File: src/shared/pcc_map.svh
// register offsets, field positions, fixed codes and reset values of the port capability bank
// included by the bank itself and by the self-checking bench
`ifndef PCC_MAP_SVH
`define PCC_MAP_SVH

`define PCC_OFF_PM_CAP 8'h40
`define PCC_OFF_PM_CSR 8'h44
`define PCC_OFF_MSI_CTL 8'h4C
`define PCC_OFF_MSI_ADDR_LO 8'h50
`define PCC_OFF_MSI_ADDR_HI 8'h54
`define PCC_OFF_MSI_DATA 8'h58
`define PCC_OFF_VPD_CMD 8'h5C
`define PCC_OFF_PRODUCT_DATA_WORD 8'h60
`define PCC_OFF_VENDOR 8'h64
`define PCC_OFF_PHY_TEST0 8'h68
`define PCC_OFF_PHY_TEST1 8'h6C
`define PCC_OFF_REPLAY 8'h70

`define PCC_ID_PM 8'h01
`define PCC_ID_MSI 8'h05
`define PCC_ID_VPD 8'h03
`define PCC_ID_VENDOR 8'h09
`define PCC_NEXT_PM_UP 8'h5C
`define PCC_NEXT_PM_DN 8'h4C
`define PCC_NEXT_TO_VENDOR 8'h64
`define PCC_NEXT_VENDOR 8'hB0
`define PCC_VENDOR_LEN 16'h0034
`define PCC_PM_REV 3'h3
`define PCC_PM_CAP_HI_RST 11'h7FE
`define PCC_NSR_RST 1'h1
`define PCC_PHY_TEST0_RST 32'h04001060
`define PCC_PHY_TEST1_RST 32'h04000800
`define PCC_REPLAY_DEFAULT 12'h0C0
`define PCC_ZERO32 32'h00000000

`define PCC_PM_D0 2'h0
`define PCC_PM_D3HOT 2'h3

`define PCC_BIT_PME_EN 8
`define PCC_BIT_MSI_EN 16
`define PCC_BIT_VPD_OP 31
`define PCC_BIT_REPLAY_EN 12

`endif

File: src/shared/pcc_pkg.sv
// types shared by the port capability bank
// offsets and codes come from pcc_map.svh
package pcc_pkg;
   typedef enum logic [0:0] {PCC_VPD_IDLE, PCC_VPD_BUSY} pcc_vpd_state_t;
   typedef logic [1:0] pcc_pstate_t;
endpackage : pcc_pkg

File: src/verilog/pcc_cap_bank.sv
// per-port capability registers: power management, message interrupt, product data window,
// vendor header, test registers and replay timeout override.
// assumes a single-cycle config access port on clk, an eeprom engine on clk that answers
// ee_req with one ee_done pulse, and an upstream-port strap pin from outside the clock domain.

`timescale 1ns/1ps
`default_nettype none

`include "pcc_map.svh"

module pcc_cap_bank
   import pcc_pkg::*;
(
   input wire logic clk,
   input wire logic rst,
   input wire logic port_is_upstream,
   input wire logic cfg_wr,
   input wire logic cfg_rd,
   input wire logic [7:0] cfg_addr,
   input wire logic [3:0] cfg_be,
   input wire logic [31:0] cfg_wdata,
   output logic [31:0] cfg_rdata,
   output logic cfg_rvalid,
   input wire logic ovr_load,
   input wire logic [10:0] ovr_pm_cap_hi,
   input wire logic ovr_no_soft_reset,
   input wire logic [14:0] ovr_replay,
   output logic ee_req,
   output logic ee_write,
   output logic [5:0] ee_index,
   output logic [31:0] ee_wdata,
   input wire logic ee_done,
   input wire logic [31:0] ee_rdata,
   output logic [1:0] pm_state,
   output logic pm_event_enable,
   output logic hot_reset,
   output logic internal_reset,
   output logic downstream_reset_out_n,
   output logic msi_enable,
   output logic intx_allowed,
   output logic [31:0] msi_addr_low,
   output logic [31:0] msi_addr_high,
   output logic [15:0] msi_data,
   output logic [11:0] replay_timeout,
   output logic [31:0] phy_test_control_0,
   output logic [31:0] phy_test_control_1
);

   function automatic logic [31:0] bmerge(input logic [31:0] old, input logic [31:0] nw,
                                          input logic [3:0] be);
      logic [31:0] r;
      r = old;
      for (int i = 0; i < 4; i++) begin
         if (be[i]) begin
            r[i*8 +: 8] = nw[i*8 +: 8];
         end
      end
      return r;
   endfunction : bmerge

   function automatic logic wr_hit(input logic [7:0] off);
      return cfg_wr && (cfg_addr == off);
   endfunction : wr_hit

   // strap synchroniser: first stage feeds only the second
   logic up_meta_reg;
   logic up_reg;
   always_ff @(posedge clk or posedge rst) begin
      if (rst) begin
         up_meta_reg <= 1'b0;
         up_reg <= 1'b0;
      end else begin
         up_meta_reg <= port_is_upstream;
         up_reg <= up_meta_reg;
      end
   end

   // overridable advertisement and timer fields
   logic [10:0] pm_cap_hi_reg;
   logic nsr_reg;
   logic [1:0] cap_dis_reg;
   logic [11:0] replay_val_reg;
   logic replay_en_reg;
   always_ff @(posedge clk or posedge rst) begin
      if (rst) begin
         pm_cap_hi_reg <= `PCC_PM_CAP_HI_RST;
         nsr_reg <= `PCC_NSR_RST;
         cap_dis_reg <= 2'h0;
         replay_val_reg <= 12'h000;
         replay_en_reg <= 1'b0;
      end else if (ovr_load) begin
         // loaded values win over a same-cycle software write
         pm_cap_hi_reg <= ovr_pm_cap_hi;
         nsr_reg <= ovr_no_soft_reset;
         cap_dis_reg <= ovr_replay[14:13];
         replay_val_reg <= ovr_replay[11:0];
         replay_en_reg <= ovr_replay[`PCC_BIT_REPLAY_EN];
      end else if (wr_hit(`PCC_OFF_REPLAY)) begin
         if (cfg_be[0]) begin
            replay_val_reg[7:0] <= cfg_wdata[7:0];
         end
         if (cfg_be[1]) begin
            replay_val_reg[11:8] <= cfg_wdata[11:8];
            replay_en_reg <= cfg_wdata[`PCC_BIT_REPLAY_EN];
         end
      end
   end

   always_ff @(posedge clk or posedge rst) begin
      if (rst) begin
         replay_timeout <= `PCC_REPLAY_DEFAULT;
      end else begin
         replay_timeout <= replay_en_reg ? replay_val_reg : `PCC_REPLAY_DEFAULT;
      end
   end

   // power state and the reset it triggers; decode spelled out so the net follows every operand
   logic pm_d0_from_d3;
   assign pm_d0_from_d3 = cfg_wr && (cfg_addr == `PCC_OFF_PM_CSR) && cfg_be[0]
                          && (cfg_wdata[1:0] == `PCC_PM_D0) && (pm_state == `PCC_PM_D3HOT);

   always_ff @(posedge clk or posedge rst) begin
      if (rst) begin
         pm_state <= `PCC_PM_D0;
         hot_reset <= 1'b0;
         internal_reset <= 1'b0;
         downstream_reset_out_n <= 1'b1;
      end else begin
         if (wr_hit(`PCC_OFF_PM_CSR) && cfg_be[0]) begin
            pm_state <= cfg_wdata[1:0];
         end
         hot_reset <= pm_d0_from_d3;
         internal_reset <= pm_d0_from_d3 && !nsr_reg;
         // the port-level hot reset never drives the downstream reset pin
         downstream_reset_out_n <= 1'b1;
      end
   end

   // event enable is sticky: only the port reset clears it, the hot reset does not
   always_ff @(posedge clk or posedge rst) begin
      if (rst) begin
         pm_event_enable <= 1'b0;
      end else if (wr_hit(`PCC_OFF_PM_CSR) && cfg_be[1]) begin
         pm_event_enable <= cfg_wdata[`PCC_BIT_PME_EN];
      end
   end

   // message interrupt block, writable on downstream ports only
   logic [2:0] msi_mme_reg;
   always_ff @(posedge clk or posedge rst) begin
      if (rst) begin
         msi_enable <= 1'b0;
         msi_mme_reg <= 3'h0;
         msi_addr_low <= `PCC_ZERO32;
         msi_addr_high <= `PCC_ZERO32;
         msi_data <= 16'h0000;
      end else if (!up_reg) begin
         if (wr_hit(`PCC_OFF_MSI_CTL) && cfg_be[2]) begin
            msi_enable <= cfg_wdata[`PCC_BIT_MSI_EN];
            msi_mme_reg <= cfg_wdata[22:20];
         end
         if (wr_hit(`PCC_OFF_MSI_ADDR_LO)) begin
            msi_addr_low <= bmerge(msi_addr_low, {cfg_wdata[31:2], 2'h0}, cfg_be);
         end
         if (wr_hit(`PCC_OFF_MSI_ADDR_HI)) begin
            msi_addr_high <= bmerge(msi_addr_high, cfg_wdata, cfg_be);
         end
         if (wr_hit(`PCC_OFF_MSI_DATA)) begin
            msi_data <= 16'(bmerge({16'h0000, msi_data}, cfg_wdata, cfg_be));
         end
      end
   end

   always_ff @(posedge clk or posedge rst) begin
      if (rst) begin
         intx_allowed <= 1'b1;
      end else begin
         intx_allowed <= !msi_enable;
      end
   end

   // test registers
   always_ff @(posedge clk or posedge rst) begin
      if (rst) begin
         phy_test_control_0 <= `PCC_PHY_TEST0_RST;
         phy_test_control_1 <= `PCC_PHY_TEST1_RST;
      end else begin
         if (wr_hit(`PCC_OFF_PHY_TEST0)) begin
            phy_test_control_0 <= bmerge(phy_test_control_0, cfg_wdata, cfg_be);
         end
         if (wr_hit(`PCC_OFF_PHY_TEST1)) begin
            phy_test_control_1 <= bmerge(phy_test_control_1, cfg_wdata, cfg_be);
         end
      end
   end

   // product-data window, upstream port only
   pcc_vpd_state_t vpd_state_reg;
   logic [5:0] vpd_index_reg;
   logic vpd_op_reg;
   logic [31:0] product_data_word_reg;
   logic vpd_start;
   logic [5:0] vpd_index_next;
   assign vpd_start = up_reg && (vpd_state_reg == PCC_VPD_IDLE)
                      && cfg_wr && (cfg_addr == `PCC_OFF_VPD_CMD) && cfg_be[3];
   // the index written in the same access is the one used by the cycle
   assign vpd_index_next = cfg_be[2] ? cfg_wdata[23:18] : vpd_index_reg;

   always_ff @(posedge clk or posedge rst) begin
      if (rst) begin
         vpd_state_reg <= PCC_VPD_IDLE;
         vpd_index_reg <= 6'h00;
         vpd_op_reg <= 1'b0;
         ee_req <= 1'b0;
         ee_write <= 1'b0;
         ee_index <= 6'h00;
         ee_wdata <= `PCC_ZERO32;
      end else begin
         case (vpd_state_reg)
            PCC_VPD_IDLE: begin
               if (up_reg && wr_hit(`PCC_OFF_VPD_CMD) && cfg_be[2]) begin
                  vpd_index_reg <= cfg_wdata[23:18];
               end
               if (vpd_start) begin
                  vpd_op_reg <= cfg_wdata[`PCC_BIT_VPD_OP];
                  ee_req <= 1'b1;
                  ee_write <= cfg_wdata[`PCC_BIT_VPD_OP];
                  ee_index <= vpd_index_next;
                  ee_wdata <= product_data_word_reg;
                  vpd_state_reg <= PCC_VPD_BUSY;
               end
            end
            PCC_VPD_BUSY: begin
               // commands written while a cycle runs are dropped
               if (ee_done) begin
                  ee_req <= 1'b0;
                  vpd_op_reg <= !ee_write;
                  vpd_state_reg <= PCC_VPD_IDLE;
               end
            end
            default: begin
               vpd_state_reg <= PCC_VPD_IDLE;
               ee_req <= 1'b0;
            end
         endcase
      end
   end

   always_ff @(posedge clk or posedge rst) begin
      if (rst) begin
         product_data_word_reg <= `PCC_ZERO32;
      end else if (vpd_state_reg == PCC_VPD_BUSY && ee_done && !ee_write) begin
         product_data_word_reg <= ee_rdata;
      end else if (up_reg && vpd_state_reg == PCC_VPD_IDLE && wr_hit(`PCC_OFF_PRODUCT_DATA_WORD)) begin
         product_data_word_reg <= bmerge(product_data_word_reg, cfg_wdata, cfg_be);
      end
   end

   // read path, one cycle after the request
   logic [31:0] rd_word;
   always_comb begin
      rd_word = `PCC_ZERO32;
      case (cfg_addr)
         `PCC_OFF_PM_CAP: rd_word = {pm_cap_hi_reg, 2'h0, `PCC_PM_REV,
                                     up_reg ? `PCC_NEXT_PM_UP : `PCC_NEXT_PM_DN,
                                     `PCC_ID_PM};
         // event status bit 15 and reserved bits stay zero
         `PCC_OFF_PM_CSR: rd_word = {16'h0000, 7'h00, pm_event_enable, 4'h0, nsr_reg, 1'b0,
                                     pm_state};
         `PCC_OFF_MSI_CTL: rd_word = up_reg ? `PCC_ZERO32 :
                                     {8'h00, 1'b1, msi_mme_reg, 3'h0, msi_enable,
                                      `PCC_NEXT_TO_VENDOR, `PCC_ID_MSI};
         `PCC_OFF_MSI_ADDR_LO: rd_word = up_reg ? `PCC_ZERO32 : msi_addr_low;
         `PCC_OFF_MSI_ADDR_HI: rd_word = up_reg ? `PCC_ZERO32 : msi_addr_high;
         `PCC_OFF_MSI_DATA: rd_word = up_reg ? `PCC_ZERO32 : {16'h0000, msi_data};
         `PCC_OFF_VPD_CMD: rd_word = !up_reg ? `PCC_ZERO32 :
                                     {vpd_op_reg, 7'h00, vpd_index_reg, 2'h0,
                                      `PCC_NEXT_TO_VENDOR, `PCC_ID_VPD};
         `PCC_OFF_PRODUCT_DATA_WORD: rd_word = up_reg ? product_data_word_reg : `PCC_ZERO32;
         `PCC_OFF_VENDOR: rd_word = {`PCC_VENDOR_LEN, `PCC_NEXT_VENDOR,
                                     `PCC_ID_VENDOR};
         `PCC_OFF_PHY_TEST0: rd_word = phy_test_control_0;
         `PCC_OFF_PHY_TEST1: rd_word = phy_test_control_1;
         `PCC_OFF_REPLAY: rd_word = {17'h00000, cap_dis_reg, replay_en_reg, replay_val_reg};
         default: rd_word = `PCC_ZERO32;
      endcase
   end

   always_ff @(posedge clk or posedge rst) begin
      if (rst) begin
         cfg_rdata <= `PCC_ZERO32;
         cfg_rvalid <= 1'b0;
      end else begin
         cfg_rdata <= cfg_rd ? rd_word : `PCC_ZERO32;
         cfg_rvalid <= cfg_rd;
      end
   end
endmodule : pcc_cap_bank

`default_nettype wire

File: config.mk
export PLATFORM = sky130hd
export DESIGN_NAME = pcc_cap_bank
export DESIGN_NICKNAME = d
export VERILOG_FILES = /design/src/shared/pcc_pkg.sv /design/src/verilog/pcc_cap_bank.sv
export VERILOG_INCLUDE_DIRS = /design/src /design/src/shared
export SDC_FILE = /design/constraint.sdc
export NUM_CORES = 1
export LEC_CHECK = 0
export BUFFER_PORTS_ARGS = -buffer_cell sky130_fd_sc_hd__buf_2
export CAP_MARGIN = 25
export CORE_UTILIZATION = 55
export CTS_CLUSTER_DIAMETER = 200
export CTS_CLUSTER_SIZE = 40
export DETAILED_ROUTE_END_ITERATION = 8
export PLACE_DENSITY = 0.82
export SETUP_SLACK_MARGIN = 0.4
export SLEW_MARGIN = 20
export SYNTH_ARGS = -nofsm -noshare
export SYNTH_HDL_FRONTEND = slang
export SYNTH_SLANG_ARGS = --single-unit
File: constraint.sdc
create_clock -name clk -period 25.7 [get_ports clk]
set_input_delay 5.14 -clock clk [delete_from_list [all_inputs] [get_ports clk]]
set_output_delay 5.14 -clock clk [all_outputs]
set_load 0.01 [all_outputs]
==> impl_metrics.csv <==
group,metric,value,unit
timing,skew,0.02360,ns
critical_path,r2r_slack,22.85,ns
floorplanning,core,24390,sq um
detailed_routing,first_pass_iters,6,
synthesis,synth_top_family_by_area,"multiplexers",
global_routing,overflow,0,
job,cap_viol_max_count,0,
pwr,power,0.8172,mW
synthesis,synth_most_common_cell,"dfrtp_1",
critical_path,end_kind,"flop",
timing,setup_tns,0,ns
cts,cts.sinks,306,
detailed_routing,dr_wl_met2,20.56,mm
synthesis,syn-mean-instance-area,13.24,sq um
cts,cts_tree,"done",
critical_path,cp_max_fo,53,
cts,cts_buffers,11,
timing,finalMaxSlewViolations,0,
synthesis,synthSimpleGateAreaFrac,0.08850,
synthesis,ys.flop_type,"dfrtp_1",
floorplanning,core.rowCount,57,
synthesis,synth_fa_ha_area_frac,0,
pwr,pwr_density_cell,50.89,nW/um^2
synthesis,ys_ff_latch,306,
floorplanning,start_util,0.5623,
global_routing,grt_pass1_wl,64.39,mm
detailed_routing,vias,10494,
synthesis,synth-async-reset-ratio,1.000,
placed_design,dp_slack,17.54,ns
global_routing,grt_max_degree,105,
synthesis,ys_top_cells_by_count,"dfrtp_1, mux2_2, nand2_1, a22oi_1, a31oi_1",
detailed_routing,m1WireLength,16.94,mm
timing,relSlewSlack,0.2841,
synthesis,synth_edf_count,0,
cts,clkTransAtPathRegs,0.12,ns
final_layout,fillers,1881,
timing,post-route-period-util,0.2983,
timing,setup_violations,0,
critical_path,r2r-start,"up_reg",
final_layout,nNetsFinal,1458,
detailed_routing,routed_wl,42.66,mm
timing,tightest_slew,1.070,ns
timing,layout_min_cycle_time,7.667,ns
cts,hold_buffers,0,
synthesis,synth_area_leader_cell,"dfrtp_1",
pwr,leakage,8.111,nW
timing,fin_ws,18.03,ns
cts,cts_root_buf,"clkbuf_16",
detailed_routing,drc,0,
status,run_status,"finished clean",
detailed_routing,maxUsedRoutingLayer,"met5",
floorplanning,die_w,159.9,um
hold_path,holdPathEnd,"up_reg",
cts,clockBufferDepth,3,
critical_path,crit_required,26.08,ns
synthesis,syn_area,13710,sq um
critical_path,r2r-end,"msi_addr_low[24]",
placed_design,dpl.hpwl,29.96,mm
cts,h-tree-depth,1,
cts,cts_setup_buffers,0,
floorplanning,die-area,25570,sq um
critical_path,worst_ep_arrival_time,8.05,ns
global_routing,grt_usage,0.3320,
critical_path,critPathKind,"primary input to flop",
critical_path,reg2reg_depth,5,
cts,clk_latency,0.50,ns
detailed_routing,final_antenna_net_count,0,
synthesis,synthMuxAreaShare,0.2276,
synthesis,synth.yosys.seq_area_share,0.5602,
cts,cts_resized,0,
pwr,irDropWorstVdd,0.00004174,V
floorplanning,dieHeight,159.9,um
final_layout,drive_above_1_share,0.5037,
synthesis,synth-xor-area-share,0.0006386,
hold_path,worstHoldPathType,"flop to flop",
detailed_routing,wl_per_cell,25.36,um
synthesis,synth_top_cell_area_share,0.5219,
timing,max_freq,130.4,MHz
global_routing,first_global_vias,10650,
synthesis,syn_inst,1036,
global_routing,antenna_found_initial,9,
hold_path,worstHoldStart,"up_meta_reg",
synthesis,yosysWarnings,0,
detailed_routing,drt-vias-per-instance,6.239,
critical_path,startpoint_type,"primary input",
detailed_routing,met3_length,3.652,mm
final_layout,syn_to_final_growth,17.09,%
final_layout,fin_util,0.6584,
synthesis,yosys-top-cells-area,"dfrtp_1, mux2_2, dfstp_2, a22oi_1, mux2i_1",
detailed_routing,drtIter0Drc,1016,
hold_path,hold_path_depth,0,
floorplanning,ios,347,
placed_design,gp_congestion,0.9322,
timing,final-hold-violation-count,0,
synthesis,yosysUniqueCellTypes,72,
placed_design,io_buffer_count,343,
timing,rsz0062_at_grt,"no",
synthesis,synth-compound-area-share,0.09844,
[worst max path at each step]
stage                           start                endpoint  slack (ns)  depth (start not counted)
after floorplan                   rst          cap_dis_reg[0]       12.13                          1
after global placement    cfg_addr[3]           cfg_rdata[21]       17.48                          6
after detailed placement  cfg_addr[3]  phy_test_control_0[25]       17.54                          6
after CTS                 cfg_addr[3]  phy_test_control_0[25]       18.05                          6
after global routing      cfg_addr[3]  phy_test_control_0[25]       17.84                          6
final                     cfg_addr[3]  phy_test_control_0[25]       18.03                          6
[critical path, cell delays in order]
cell,delay [ns]
buf_2,0.08
buf_4,0.52
nor4b_4,0.92
nand2_1,0.43
nor2_2,0.54
mux2_2,0.40
[cell type report]
cell class                 count  area, sq um  area share
clock inverter                 1        16.27    0.001013
inverter                      10        45.04    0.002805
sequential                   306         7684      0.4785
multi-input combinational    661         5734      0.3571
tap                          324        405.4     0.02525
antenna                        6        15.01   0.0009350
timing repair buffer         358         1864      0.1161
clock buffer                  16        294.0     0.01831
[power breakdown]
part	switching (mW)	leakage (nW)	internal [mW]	total [mW]
registers	0.0144	4.11	0.500	0.514
logic	0.0439	3.85	0.0286	0.0726
clock network	0.147	0.149	0.0832	0.231
[placed cells by master (no fill, tap or decap), types with 13 or more instances in the layout]
cell type | netlist | routed
a22o_1 | 13 | 13
a22oi_1 | 44 | 44
a31oi_1 | 31 | 31
buf_2 | 15 | 343
dfrtp_1 | 286 | 285
dfstp_2 | 20 | 20
mux2_2 | 246 | 246
mux2i_1 | 25 | 25
nand2_1 | 51 | 51
nand3_1 | 16 | 16
nor2_1 | 15 | 14
o21ai_0 | 23 | 23
o21ai_1 | 13 | 13
[stage by stage]
stage               area (sq um)  std cells  hold slack, ns
floorplan                  13720       1037          0.3312
global placement           15660       1654          0.3345
detailed placement         15710       1658          0.3354
CTS                        16020       1675          0.3639
global route               16060       1682          0.3742
finish                     16060       1682          0.3636
[cell families after synthesis]
family,count (synthesis)
and+or+nand+nor,187
buffers and inverters,70
AOI/OAI and AO/OA,190
muxes,280
xor gates and xnor gates,1
other,2
DFF,306
[layer usage]
| layer | global-route usage | vias to the layer above |
|---|---|---|
| met5 | 0 | - |
| met4 | 0.1160 | 4 |
| met3 | 0.06104 | 103 |
| met2 | 0.5367 | 592 |
| met1 | 0.4531 | 5327 |
| li1 | - | 4468 |
No activity file was read; power rests on OpenSTA's default activity.
